$ cat src/verilog/cfv_defs.svh
// constants for the filter-hit and interrupt-code block
`ifndef CFV_DEFS_SVH
`define CFV_DEFS_SVH
// ===========================================================================
// register byte offsets
`define CFV_OFS_VEC      8'h00
`define CFV_OFS_CTL      8'h04
`define CFV_OFS_IRQ_STS  8'h08
`define CFV_OFS_IRQ_CLR  8'h0C
`define CFV_OFS_IRQ_EN   8'h10
// ===========================================================================
// field positions in the vector status register
`define CFV_VEC_HIT_LSB  8
`define CFV_VEC_HIT_MSB  12
`define CFV_VEC_CODE_MSB 6
// ===========================================================================
// interrupt source codes
`define CFV_CODE_NONE    7'h40
`define CFV_CODE_ERR     7'h41
`define CFV_CODE_WAKE    7'h42
`define CFV_CODE_OVF     7'h43
`define CFV_CODE_FIFO    7'h44
// ===========================================================================
// widths and reset values
`define CFV_CNT_W        5
`define CFV_EID_W        18
`define CFV_NUM_RB       16
`define CFV_CNT_RST      5'h00
`define CFV_HIT_RST      5'h00
`define CFV_IRQ_W        2
`define CFV_IRQ_HIT      0
`define CFV_IRQ_SRC      1
`endif

$ cat src/verilog/cfv_pkg.sv
// types shared by the filter-hit and interrupt-code block
package cfv_pkg;
  // bus slave states, one-hot
  typedef enum logic [1:0] {
    CFV_ST_IDLE = 2'b01,
    CFV_ST_ACK  = 2'b10
  } cfv_bus_st_t;
endpackage

$ cat src/verilog/cfv_cmp_if.sv
// carrier between the register block and the data-bit comparator
`timescale 1ns/10ps
`include "cfv_defs.svh"
interface cfv_cmp_if;
  logic [`CFV_CNT_W-1:0] cnt;
  logic [`CFV_EID_W-1:0] data_bits;
  logic [`CFV_EID_W-1:0] eid_bits;
  logic                  match;
  modport ctl (output cnt, output data_bits, output eid_bits, input match);
  modport cmp (input cnt, input data_bits, input eid_bits, output match);
endinterface

$ cat src/verilog/cfv_bitcmp.sv
// comparator of leading data bits against filter identifier bits
`timescale 1ns/10ps
`include "cfv_defs.svh"
module cfv_bitcmp (
  // comparison operands and result
  cfv_cmp_if.cmp cp
);
  wire [`CFV_EID_W-1:0] use_bit;
  wire [`CFV_EID_W-1:0] bit_ok;
  // ===========================================================================
  // per-bit mask: bit i takes part when i is below the count
  genvar gi;
  generate
    for (gi = 0; gi < `CFV_EID_W; gi = gi + 1) begin : g_bit
      assign use_bit[gi] = (`CFV_CNT_W'(gi) < cp.cnt);
      assign bit_ok[gi]  = ~use_bit[gi] | (cp.data_bits[gi] == cp.eid_bits[gi]);
    end
  endgenerate
  // a count of zero masks every bit, so the data never blocks a match
  assign cp.match = &bit_ok;
endmodule

$ cat src/verilog/cfv_interrupt_source_code_enc.sv
// priority encoder for the interrupt source code
`timescale 1ns/10ps
`include "cfv_defs.svh"
module cfv_interrupt_source_code_enc (
  // pending sources
  input  wire logic                    err_pend,
  input  wire logic                    wake_pend,
  input  wire logic                    ovf_pend,
  input  wire logic                    fifo_pend,
  input  wire logic [`CFV_NUM_RB-1:0]  rb_pend,
  // encoded result
  output logic      [6:0]              code
);
  // ===========================================================================
  // lowest buffer number wins among buffers; specials beat all buffers
  always_comb begin
    code = `CFV_CODE_NONE;
    for (int i = `CFV_NUM_RB - 1; i >= 0; i--) begin
      if (rb_pend[i]) begin
        code = 7'(i);
      end
    end
    if (fifo_pend) begin
      code = `CFV_CODE_FIFO;
    end
    if (ovf_pend) begin
      code = `CFV_CODE_OVF;
    end
    if (wake_pend) begin
      code = `CFV_CODE_WAKE;
    end
    if (err_pend) begin
      code = `CFV_CODE_ERR;
    end
  end
endmodule

$ cat src/verilog/cfv_top.sv
// filter-hit report, interrupt code and data-bit compare count
//
// Our own choices: the Avalon-MM register port and the register addresses.
`timescale 1ns/10ps
`include "cfv_defs.svh"
module cfv_top
  import cfv_pkg::*;
(
  // clock and reset
  input  wire logic                   mclk,
  input  wire logic                   rst_n,
  // avalon-mm slave
  input  wire logic [7:0]             address,
  input  wire logic                   read,
  input  wire logic                   write,
  input  wire logic [31:0]            writedata,
  output logic      [31:0]            readdata,
  output logic                        waitrequest,
  // acceptance filter side
  input  wire logic                   filter_hit_valid,
  input  wire logic [3:0]             filter_hit_num,
  input  wire logic [`CFV_EID_W-1:0]  rx_data_lead_bits,
  input  wire logic [`CFV_EID_W-1:0]  extended_identifier_bits,
  output logic                        data_cmp_match,
  // interrupt sources from the controller
  input  wire logic [`CFV_NUM_RB-1:0] rx_buf_pend,
  input  wire logic                   err_pend,
  input  wire logic                   wake_pend,
  input  wire logic                   ovf_pend,
  input  wire logic                   fifo_pend,
  // interrupt line
  output logic                        irq
);
  cfv_bus_st_t                 st_ff;
  cfv_bus_st_t                 nxt_st;
  logic [`CFV_CNT_W-1:0]       data_bit_compare_count_ff;
  logic [4:0]                  matched_filter_number_ff;
  logic [6:0]                  interrupt_source_code_ff;
  logic                        cmp_match_ff;
  logic [`CFV_IRQ_W-1:0]       irq_sts_ff;
  logic [`CFV_IRQ_W-1:0]       irq_en_ff;
  logic [31:0]                 rdata_ff;
  logic [6:0]                  nxt_code;
  logic [31:0]                 nxt_rdata;
  wire                         req;
  wire                         acc_done;
  wire                         wr_done;
  wire                         sel_vec;
  wire                         sel_ctl;
  wire                         sel_sts;
  wire                         sel_clr;
  wire                         sel_en;
  wire [15:0]                  vec_word;
  wire [`CFV_IRQ_W-1:0]        irq_evt;
  wire [`CFV_IRQ_W-1:0]        irq_clr;

  cfv_cmp_if cmp_bus ();

  // ===========================================================================
  // bus handshake: one wait cycle, answer on the second cycle
  assign req         = read | write;
  assign waitrequest = req & (st_ff != CFV_ST_ACK);
  assign acc_done    = req & (st_ff == CFV_ST_ACK);
  assign wr_done     = acc_done & write;
  assign readdata    = rdata_ff;

  // address decode; misaligned or unmapped reads give zero
  assign sel_vec = (address == `CFV_OFS_VEC);
  assign sel_ctl = (address == `CFV_OFS_CTL);
  assign sel_sts = (address == `CFV_OFS_IRQ_STS);
  assign sel_clr = (address == `CFV_OFS_IRQ_CLR);
  assign sel_en  = (address == `CFV_OFS_IRQ_EN);

  // vector word: bits 15:13 and 7 stay zero
  assign vec_word = {3'h0, matched_filter_number_ff, 1'h0, interrupt_source_code_ff};

  // read mux; clear register is write-only and reads zero
  always_comb begin
    nxt_rdata = 32'h0000_0000;
    if (sel_vec) begin
      nxt_rdata = {16'h0000, vec_word};
    end else if (sel_ctl) begin
      nxt_rdata = {27'h000_0000, data_bit_compare_count_ff};
    end else if (sel_sts) begin
      nxt_rdata = {30'h0000_0000, irq_sts_ff};
    end else if (sel_en) begin
      nxt_rdata = {30'h0000_0000, irq_en_ff};
    end
  end

  // state step
  always_comb begin
    nxt_st = st_ff;
    unique case (st_ff)
      CFV_ST_IDLE: begin
        if (req) begin
          nxt_st = CFV_ST_ACK;
        end
      end
      CFV_ST_ACK: begin
        nxt_st = CFV_ST_IDLE;
      end
      default: begin
        nxt_st = CFV_ST_IDLE;
      end
    endcase
  end

  // state and read data; data captured in the wait cycle so it stands at the ack edge
  always_ff @(posedge mclk or negedge rst_n) begin
    if (!rst_n) begin
      st_ff    <= CFV_ST_IDLE;
      rdata_ff <= 32'h0000_0000;
    end else begin
      st_ff <= nxt_st;
      if (read & (st_ff == CFV_ST_IDLE)) begin
        rdata_ff <= nxt_rdata;
      end
    end
  end

  // ===========================================================================
  // control register: the count steers the comparator
  always_ff @(posedge mclk or negedge rst_n) begin
    if (!rst_n) begin
      data_bit_compare_count_ff <= `CFV_CNT_RST;
      irq_en_ff                 <= '0;
    end else begin
      if (wr_done & sel_ctl) begin
        data_bit_compare_count_ff <= writedata[`CFV_CNT_W-1:0];
      end
      if (wr_done & sel_en) begin
        irq_en_ff <= writedata[`CFV_IRQ_W-1:0];
      end
    end
  end

  // ===========================================================================
  // data-bit comparison; counts past 10001 are not trapped and compare all 18
  assign cmp_bus.cnt       = data_bit_compare_count_ff;
  assign cmp_bus.data_bits = rx_data_lead_bits;
  assign cmp_bus.eid_bits  = extended_identifier_bits;

  cfv_bitcmp u_bitcmp (
    .cp (cmp_bus.cmp)
  );

  // registered so the filter sees a clean level
  always_ff @(posedge mclk or negedge rst_n) begin
    if (!rst_n) begin
      cmp_match_ff <= 1'b1;
    end else begin
      cmp_match_ff <= cmp_bus.match;
    end
  end
  assign data_cmp_match = cmp_match_ff;

  // ===========================================================================
  // interrupt code and filter hit
  cfv_interrupt_source_code_enc u_interrupt_source_code_enc (
    .err_pend  (err_pend),
    .wake_pend (wake_pend),
    .ovf_pend  (ovf_pend),
    .fifo_pend (fifo_pend),
    .rb_pend   (rx_buf_pend),
    .code      (nxt_code)
  );

  // top bit of the hit field is held zero: filters 16 and up do not exist
  always_ff @(posedge mclk or negedge rst_n) begin
    if (!rst_n) begin
      matched_filter_number_ff <= `CFV_HIT_RST;
      interrupt_source_code_ff <= `CFV_CODE_NONE;
    end else begin
      if (filter_hit_valid) begin
        matched_filter_number_ff <= {1'b0, filter_hit_num};
      end
      interrupt_source_code_ff <= nxt_code;
    end
  end

  // ===========================================================================
  // sticky events: new filter hit, and a source appearing while none was shown
  assign irq_evt[`CFV_IRQ_HIT] = filter_hit_valid;
  assign irq_evt[`CFV_IRQ_SRC] = (nxt_code != `CFV_CODE_NONE) &
                                 (interrupt_source_code_ff == `CFV_CODE_NONE);
  assign irq_clr = (wr_done & sel_clr) ? writedata[`CFV_IRQ_W-1:0] : '0;

  // set wins over clear so a same-cycle event is never lost
  always_ff @(posedge mclk or negedge rst_n) begin
    if (!rst_n) begin
      irq_sts_ff <= '0;
    end else begin
      irq_sts_ff <= (irq_sts_ff & ~irq_clr) | irq_evt;
    end
  end
  assign irq = |(irq_sts_ff & irq_en_ff);
endmodule
$ cat config.mk
export PLATFORM = sky130hd
export DESIGN_NAME = cfv_top
export DESIGN_NICKNAME = d
export VERILOG_FILES = /design/src/verilog/cfv_pkg.sv /design/src/verilog/cfv_cmp_if.sv /design/src/verilog/cfv_bitcmp.sv /design/src/verilog/cfv_interrupt_source_code_enc.sv /design/src/verilog/cfv_top.sv
export VERILOG_INCLUDE_DIRS = /design/src /design/src/verilog
export SDC_FILE = /design/constraint.sdc
export NUM_CORES = 1
export LEC_CHECK = 0
export ABC_AREA = 1
export BUFFER_PORTS_ARGS = -buffer_cell sky130_fd_sc_hd__clkbuf_2
export CORE_ASPECT_RATIO = 0.7
export CORE_UTILIZATION = 46
export CTS_CLUSTER_DIAMETER = 30
export DETAILED_ROUTE_END_ITERATION = 16
export PLACE_DENSITY = 0.86
export SETUP_SLACK_MARGIN = 0.5
export SLEW_MARGIN = 10
export SYNTH_ARGS = -nofsm -noshare
export SYNTH_HDL_FRONTEND = slang
export SYNTH_SLANG_ARGS = --single-unit
export TNS_END_PERCENT = 20
$ cat constraint.sdc
create_clock -name mclk -period 4.7 [get_ports mclk]
set_clock_uncertainty 0.2 [all_clocks]
set_input_delay 0.94 -clock mclk [delete_from_list [all_inputs] [get_ports mclk]]
set_output_delay 0.94 -clock mclk [all_outputs]
set_load 0.1 [all_outputs]
==> out/metrics.cfg, run 1 <==
[yosys]
most_frequent_cell_after_synthesis = sky130_fd_sc_hd__nand2_1
synthCells = 295
area_fraction_of_the_dominant_cell_type_after_synthesis_pct = 32.6
syn_area_um2 = 2150
avgSynthCellArea_um2 = 7.29
synth-async-reset-ratio_pct = 100
synth-warning-count = 0
yosysTopAreaCell = sky130_fd_sc_hd__dfrtp_1
synth_edf_count = 0
dominantRegCellSynth = sky130_fd_sc_hd__dfrtp_1
post_synth_num_cell_types = 36
yosysSeqAreaShare_pct = 36.2
synth.top_cells.by_area = sky130_fd_sc_hd__dfrtp_1 33%, sky130_fd_sc_hd__nand2_1 11%, sky130_fd_sc_hd__inv_1 8.6%, sky130_fd_sc_hd__buf_4 7.7%, sky130_fd_sc_hd__nor2_1 4.9%
ys_top_cells_by_count = 65 x sky130_fd_sc_hd__nand2_1, 49 x sky130_fd_sc_hd__inv_1, 28 x sky130_fd_sc_hd__dfrtp_1, 28 x sky130_fd_sc_hd__nor2_1, 22 x sky130_fd_sc_hd__buf_4
postSynthRegisterBits = 31

[global_route]
grt_pass1_wl_um = 8050
largest_net_degree_at_the_start_of_global_routing = 32
grt-ovfl-total = 0
globalRouteTotalUtil_pct = 20.7
antenna_violations_before_repair = 0
vias_in_the_first_global_route = 1921

[critical_path]
critPathRequiredTime_ns = 3.56
critical_path.startpoint = read
worstSetupEndpointType = output port
critPathArrivalTime_ns = 1.63
critical_path_peak_fanout = 2
timing_worst_setup_path_type = in2out
cp-start-kind = primary input
crit-reg2reg-launch = cmp_bus.cnt[4]

[floorplan]
die_x_um = 83.7
dieHeight_um = 59.2
design.core.area_um2 = 4400
design.die.area_um2 = 4960
initial_core_util_pct = 48.8
io-pin-count = 140
fp-row-count = 20

[sta]
report.final.hold_viol_count = 0
maxSlewHeadroom_pct = 50.3
final_period_minus_worst_setup_slack_ns = 2.77
setup_total_negative_slack_ns = 0
final_max_tran_viols = 0
max_slew.worst_pin.slew_ns = 0.745
achievable-frequency_mhz = 361
number_of_setup_violations_in_the_final_report = 0
final.period_utilization_pct = 58.9
grt_setup_unrepaired = false
setup_ws_ns = 1.93

[clocking]
clkSinkCount = 31
worst_setup_hold_path_clk_slew_ns = 0.06
cts_tree = built
htree_levels = 2
clock_tree.root_cell = sky130_fd_sc_hd__clkbuf_8
cts.repair_timing.setup_buffer_count = 0
cts_inserted_buffers = 5
cts-hold-fix-buffers = 0
clockBufferDepth = 2
cts.repair.resized = 0
clock_network_latency_to_the_later_pin_of_the_worst_skew_pair_ns = 0.28

[hold_path]
hp-class = reg2reg
min_from = readdata[6]

[run]
maxCapViolations = 0

[routing]
drtAntennaViolNets = 0
drt_first_iter_violations = 125
wirelength_routed_um = 4870
avgRoutedWirePerCell_um = 10.9
drc = 0
via_count = 2154
via_per_inst = 4.84
dr.pass1.iters = 4

[layout]
design.final.nets = 494
syn2layout_area_growth_pct = 25.2
insertedDiodeCount = 0
layout-drive-gt1-share_pct = 29.2

[placed_design]
io_buffer_count = 90
gp_congestion = 0.870
dp_worst_setup_slack_ns = 1.93
place_hpwl_um = 4090

[power_and_ir_drop]
cellLeakagePower_uw = 0.00149
power_density_cells_nw_per_um2 = 332
vdd.ir_drop.worst_v = 0.000348
fin_total_pwr_uw = 894

[run_status]
outcome = finished clean

layer usage:
layer	track usage [%]	part of all wire, %	vias up
met1	26.2	46	981
met3	5.01	6.8	6
met2	35.8	47	80
met5	0	0	-
li1	-	-	1087
met4	6.30	0.82	0
where the power goes:
group          internal [µW]  leakage, µW  switching, µW
Combinational           69.8      0.00104            251
Clock                    171    0.0000612           95.9
Sequential               293     0.000379           13.5
final cells by class:
cell class,instances,area [µm²]
clock buffers,6,82.6
clock inverters,2,35.0
fillers,409,1710
inverters,50,188
multi-input cells,211,1090
flip-flops and latches,31,779
well taps,55,68.8
repair buffers,90,450
final timing paths:
check | to | slack, ns | depth (start not counted)
min in group asynchronous | matched_filter_number_ff[0] | 0.51 | 1
worst min register to register | readdata[6] | 0.28 | 2
max in group asynchronous | interrupt_source_code_ff[3] | 3.31 | 1
worst max-delay path | waitrequest | 1.93 | 4
worst max register to register | data_cmp_match | 2.81 | 7
worst min-delay path | readdata[6] | 0.28 | 2
metrics by stage:
step / util, % / area, µm² / hold WS [ns] / instances
finish: 61.2 / 2690 / 0.283 / 445
global route: 61.2 / 2690 / 0.319 / 445
CTS: 61.2 / 2690 / 0.287 / 445
detailed placement: 58.5 / 2580 / 0.269 / 437
global placement: 58.5 / 2580 / 0.264 / 437
floorplan: - / 2230 / 0.275 / 316
placed cells by master, fill, tap and decap left out, types with 2 or more instances in the layout:
| master | netlist | layout |
|---|---|---|
| sky130_fd_sc_hd__dfstp_2 | 3 | 3 |
| sky130_fd_sc_hd__a211oi_1 | 4 | 4 |
| sky130_fd_sc_hd__nand4_1 | 4 | 4 |
| sky130_fd_sc_hd__nor3_1 | 2 | 2 |
| sky130_fd_sc_hd__nand3_1 | 12 | 12 |
| sky130_fd_sc_hd__o21ai_0 | 19 | 19 |
| sky130_fd_sc_hd__nor3_2 | 2 | 2 |
| sky130_fd_sc_hd__a2bb2oi_1 | 2 | 2 |
| sky130_fd_sc_hd__dfrtp_1 | 28 | 28 |
| sky130_fd_sc_hd__o21ai_1 | 4 | 4 |
| sky130_fd_sc_hd__nor2_2 | 4 | 4 |
| sky130_fd_sc_hd__nor2_1 | 28 | 28 |
| sky130_fd_sc_hd__clkbuf_8 | 0 | 6 |
| sky130_fd_sc_hd__nor4_1 | 2 | 2 |
| sky130_fd_sc_hd__a21oi_1 | 10 | 10 |
| sky130_fd_sc_hd__conb_1 | 1 | 22 |
| sky130_fd_sc_hd__inv_1 | 49 | 49 |
| sky130_fd_sc_hd__o31ai_1 | 5 | 5 |
| sky130_fd_sc_hd__nand2_1 | 65 | 65 |
| sky130_fd_sc_hd__clkbuf_2 | 0 | 90 |
| sky130_fd_sc_hd__xnor2_1 | 6 | 6 |
| sky130_fd_sc_hd__xor2_1 | 7 | 7 |
worst max-delay path, cell delays in order:
cell and delay [ns]:
sky130_fd_sc_hd__clkbuf_2 0.09, sky130_fd_sc_hd__nor2_1 0.05, sky130_fd_sc_hd__nor2_1 0.09, sky130_fd_sc_hd__clkbuf_2 0.46
sequential cells by signal, summed over array words and instances, names as in the netlist:
register                  count
interrupt_source_code_ff      5
cmp_bus.cnt                   5
st_ff                         2
data_cmp_match                1
irq_sts_ff                    2
matched_filter_number_ff      4
irq_en_ff                     2
readdata                     10
cell families (layout without fill, tap and decap cells):
kind of cell	Yosys count	count (layout)	share of synthesized area, %
simple gates	123	123	25.1
buf+inv	74	148	16.8
compound gates	53	53	16.5
flops	31	31	36.2
xor+xnor	13	13	5.29
other cells	1	22	0.174
No activity file was read; power rests on OpenSTA's default activity.
==> inputs of run 2 (changes only) <==
- ABC_AREA: 1 -> 0
- CORE_UTILIZATION: 46 -> 42
- PLACE_DENSITY: 0.86 -> 0.8
- clock period: 4.7 -> 2.7 ns (I/O delays scaled with it)
==> out/metrics.cfg, run 2 <==
[clocking]
cts_inserted_buffers = 5
cts_tree = built
cts.repair_timing.setup_buffer_count = 0
clock_tree.root_cell = sky130_fd_sc_hd__clkbuf_8
clkSinkCount = 31
worst_setup_hold_path_clk_slew_ns = 0.07
htree_levels = 2
clockBufferDepth = 2
clock_network_latency_to_the_later_pin_of_the_worst_skew_pair_ns = 0.28

[power_and_ir_drop]
vdd.ir_drop.worst_v = 0.000466
combinationalPowerShare_pct = 31.7
power_density_cells_nw_per_um2 = 511
swShare_pct = 38.0
switchingPower_uw = 512
p_clk_share_pct = 29.5
power.sequential.fraction_pct = 38.8
cellLeakagePower_uw = 0.00127
cellInternalPower_uw = 835

[routing]
avgRoutedWirePerCell_um = 12.5
drt_first_iter_violations = 81
via_count = 2031
drc = 0
dr.pass1.iters = 4
via_per_inst = 5.13
wirelength_routed_um = 4930
drtAntennaViolNets = 0

[yosys]
syn_area_um2 = 2100
avgSynthCellArea_um2 = 8.84
synthCells = 237
dominantRegCellSynth = sky130_fd_sc_hd__dfrtp_1
yosysSeqAreaShare_pct = 37.2
post_synth_num_cell_types = 53
synth-async-reset-ratio_pct = 100
postSynthRegisterBits = 31
ys_top_cells_by_count = 28 x sky130_fd_sc_hd__dfrtp_1, 28 x sky130_fd_sc_hd__nand2_1, 22 x sky130_fd_sc_hd__buf_4
area_fraction_of_the_dominant_cell_type_after_synthesis_pct = 33.4
synth.top_cells.by_area = sky130_fd_sc_hd__dfrtp_1 33%, sky130_fd_sc_hd__buf_4 7.9%, sky130_fd_sc_hd__nand2_1 5.0%, sky130_fd_sc_hd__xnor2_1 5.0%, sky130_fd_sc_hd__dfstp_2 3.8%
synth-warning-count = 0
synth_edf_count = 0
yosysTopAreaCell = sky130_fd_sc_hd__dfrtp_1

[sta]
maxSlewHeadroom_pct = 49.5
achievable-frequency_mhz = 483
final.period_utilization_pct = 76.6
max_slew.worst_pin.slew_ns = 0.757
grt_setup_unrepaired = false
setup_total_negative_slack_ns = 0
report.final.hold_viol_count = 0
final_max_tran_viols = 0
setup_ws_ns = 0.631
worst_hold_slack_after_final_layout_ns = 0.115
final_period_minus_worst_setup_slack_ns = 2.07
number_of_setup_violations_in_the_final_report = 0

[layout]
post-route-cell-area_um2 = 2630
layout-drive-gt1-share_pct = 34.6
largest_register_ff_count = 10
commonest_cells_after_routing_fill_and_taps_aside = 89 x sky130_fd_sc_hd__clkbuf_2, 28 x sky130_fd_sc_hd__nand2_1, 28 x sky130_fd_sc_hd__dfrtp_1
insertedDiodeCount = 0
syn2layout_area_growth_pct = 25.7
most_common_cell_after_layout_fill_and_taps_aside = sky130_fd_sc_hd__clkbuf_2
design.final.nets = 431
post_layout_util_pct = 55.1

[critical_path]
critPathRequiredTime_ns = 1.96
critical_path_peak_fanout = 3
crit_family = flip-flops
timing_worst_setup_path_type = reg2out
cp_num_buf_inv = 2
crit-reg2reg-launch = st_ff[0]
critPathArrivalTime_ns = 1.33
cp-start-kind = register
crit_path_max_incr_delay_ns = 0.52
worst-r2r-setup-slack_ns = 0.90
timing.critical_path.cells = inv_1 -> a21oi_4 -> clkbuf_4
critical_path.startpoint = st_ff[0]
worstSetupEndpointType = output port
crit_slowest_cell = sky130_fd_sc_hd__dfstp_2

[run]
maxCapViolations = 0

[placed_design]
post_dp_cell_area_um2 = 2530
place_hpwl_um = 4040
dp_worst_setup_slack_ns = 0.456
io_buffer_count = 90
gp_congestion = 0.841

[floorplan]
dieHeight_um = 61.1
design.core.area_um2 = 4780
io-pin-count = 140
initial_core_util_pct = 43.8
design.die.area_um2 = 5280
die_x_um = 86.4
fp-row-count = 21

[global_route]
grt-ovfl-total = 0
vias_in_the_first_global_route = 1857
largest_net_degree_at_the_start_of_global_routing = 32
grt_pass1_wl_um = 8220
globalRouteTotalUtil_pct = 20.4
antenna_violations_before_repair = 0

[hold_path]
hp-class = in2async

[run_status]
outcome = finished clean

run 2: logic make-up after synthesis:
family	count (synthesis)	synth area share, %
other cells	1	0.179
mux	11	5.91
buf+inv	35	10.2
compound gates	57	17.9
flops	31	37.2
simple gates	84	21.1
xor+xnor	18	7.52
run 2: routing by layer:
metal	GRT usage [%]	routed length, µm	up-vias
li1	-	-	992
met1	26.8	2370	944
met2	34.0	2180	85
met3	4.02	285	10
met4	8.57	94	0
met5	0	0	-
run 2: cell type report:
class | instances | area (µm²)
tap | 69 | 86.3
inverter | 6 | 22.5
timing repair buffer | 90 | 453
clock buffer | 8 | 100
multi-input combinational | 192 | 1190
fill | 452 | 2150
sequential | 31 | 779
run 2: power by group through the flow:
stage	Combinational (µW)	Sequential, µW	Clock (µW)
after floorplan	311	554	0
after global placement	419	529	0
after detailed placement	425	531	0
after CTS	427	522	409
after global routing	460	525	432
final	427	522	398
run 2: repair_timing:
action                                  CTS  global route
hold buffers                              0             0
endpoints found under the setup margin    1             0
gates resized for setup                   1             0
run 2: path summary, 6_finish.rpt:
check	end	cells past startpoint
setup / recovery	waitrequest	3
hold / removal	readdata[8]	1
setup reg to reg	cmp_bus.cnt[1]	4
hold reg to reg	readdata[9]	2
max in group asynchronous	interrupt_source_code_ff[2]	1
min in group mclk	cmp_bus.cnt[2]	2
run 2: per-stage QoR:
step	std cells	total power (µW)
final	396	1350
after CTS	396	1360
after global placement	388	948
after detailed placement	388	955
after floorplan	258	865
after global routing	396	1420
==> inputs of run 3 (changes only) <==
- CORE_UTILIZATION: 42 -> 38
- PLACE_DENSITY: 0.8 -> 0.77
- clock period: 2.7 -> 1.82 ns (I/O delays scaled with it)
==> out/metrics.cfg, run 3 (synthesis results as in run 2) <==
[global_route]
vias_in_the_first_global_route = 2014
globalRouteTotalUtil_pct = 20.2
grt_pass1_wl_um = 9230
largest_net_degree_at_the_start_of_global_routing = 18
grt-ovfl-total = 0
antenna_violations_before_repair = 0

[sta]
grt_setup_unrepaired = true
worst_hold_slack_after_final_layout_ns = -0.193
max_slew.worst_pin.slew_ns = 0.555
final.period_utilization_pct = 95.4
achievable-frequency_mhz = 576
final_period_minus_worst_setup_slack_ns = 1.74
report.final.hold_viol_count = 13
number_of_setup_violations_in_the_final_report = 0
maxSlewHeadroom_pct = 63.2
final_max_tran_viols = 0

[critical_path]
crit_path_max_incr_delay_ns = 0.53
cp_num_buf_inv = 2
critical_path_peak_fanout = 2
worstSetupEndpointType = output port
crit_family = flip-flops
timing_worst_setup_path_type = reg2out
critical_path_cell_count = 3
critPathArrivalTime_ns = 1.17
critPathCapture = waitrequest
crit_slowest_cell = sky130_fd_sc_hd__dfstp_2
worst-r2r-setup-slack_ns = 0.09
worstRegToRegCells = 6
crit-reg2reg-launch = cmp_bus.cnt[1]
critical_path.startpoint = st_ff[0]
critPathRequiredTime_ns = 1.26
worst_r2r_endpoint = data_cmp_match
cp-start-kind = register
timing.critical_path.cells = inv_2 -> a21oi_4 -> buf_12

[clocking]
clockBufferDepth = 2
clkSinkCount = 31
worst_setup_hold_path_clk_slew_ns = 0.07
htree_levels = 2
clock_tree.root_cell = sky130_fd_sc_hd__clkbuf_8
cts_inserted_buffers = 5
cts_tree = built
clock_network_latency_to_the_later_pin_of_the_worst_skew_pair_ns = 0.28

[layout]
post_layout_util_pct = 58.9
commonest_cells_after_routing_fill_and_taps_aside = 81 x sky130_fd_sc_hd__clkbuf_2, 27 x sky130_fd_sc_hd__dfrtp_1, 27 x sky130_fd_sc_hd__buf_4
fillCellCount = 467
post-route-cell-area_um2 = 3120
syn2layout_area_growth_pct = 48.7
design.final.nets = 463
insertedDiodeCount = 0
layout-drive-gt1-share_pct = 44.3
most_common_cell_after_layout_fill_and_taps_aside = sky130_fd_sc_hd__clkbuf_2
largest_register_ff_count = 10

[floorplan]
fp-row-count = 22
die_x_um = 90.8
io-pin-count = 140
initial_core_util_pct = 39.7
dieHeight_um = 64.1
design.die.area_um2 = 5820
design.core.area_um2 = 5290

[run]
maxCapViolations = 0

[power_and_ir_drop]
fin_total_pwr_uw = 2140
power_density_cells_nw_per_um2 = 688
vdd.ir_drop.worst_v = 0.000278
cellLeakagePower_uw = 0.00152

[placed_design]
place_hpwl_um = 4470
io_buffer_count = 90
gp_congestion = 0.859
post_dp_cell_area_um2 = 2800

[routing]
avgRoutedWirePerCell_um = 13.4
via_per_inst = 5.10
drc = 0
wirelength_routed_um = 5770
drt_first_iter_violations = 79
dr.pass1.iters = 4
via_count = 2197
drtAntennaViolNets = 0

[run_status]
violated_checks = hold timing
outcome = finished with violations

[hold_path]
hp-class = in2async

-- run 3: through the flow --
step	std cells	setup TNS [ns]	worst slack (ns)	hold slack (ns)
after floorplan	258	0	0.0534	-0.132
after global routing	431	-0.00200	-0.00200	-0.172
after detailed placement	417	-0.960	-0.110	0.130
after global placement	417	-0.667	-0.0772	0.118
final	431	0	0.0828	-0.193
after CTS	428	0	0.0469	-0.178
-- run 3: where the power goes --
part	internal (µW)	switching [µW]
Combinational	298	539
Clock	261	265
Sequential	741	40.8
-- run 3: layout make-up --
cell class                      instances  area (µm²)  share of cell area, %
Clock inverter                          3        15.0                  0.482
Sequential cell                        31         781                   25.1
Multi-Input combinational cell        192        1290                   41.3
Clock buffer                            5        68.8                   2.21
Timing Repair Buffer                  122         851                   27.3
Tap cell                               72        90.1                   2.89
Inverter                                6        22.5                  0.723
-- run 3: worst min-delay path by stage --
stage	start	end	slack (ns)	cells after the start
2_1_floorplan	rst_n	cmp_bus.cnt[0]	-0.13	0
3_3_place_gp	rst_n	cmp_bus.cnt[4]	0.12	1
3_5_place_dp	rst_n	cmp_bus.cnt[2]	0.13	1
4_1_cts	rst_n	readdata[2]	-0.18	1
5_1_grt	rst_n	matched_filter_number_ff[3]	-0.17	1
6_report	rst_n	cmp_bus.cnt[2]	-0.19	1
-- run 3: what timing repair did --
action	4_1_cts	5_1_grt
endpoints found under the hold margin	13	13
setup buffers	3	2
pin swaps	1	11
endpoints found under the setup margin	35	37
cloned	0	1
gates resized for setup	16	26
-- run 3: metal layers --
metal / wire length (µm) / global-route usage (%) / part of all wire (%) / vias to the layer above
li1: - / - / - / 1061
met5: 0 / 0 / 0 / -
met2: 2820 / 33.9 / 49 / 103
met4: 99 / 7.86 / 1.7 / 0
met1: 2490 / 25.6 / 43 / 1019
met3: 361 / 4.05 / 6.3 / 14
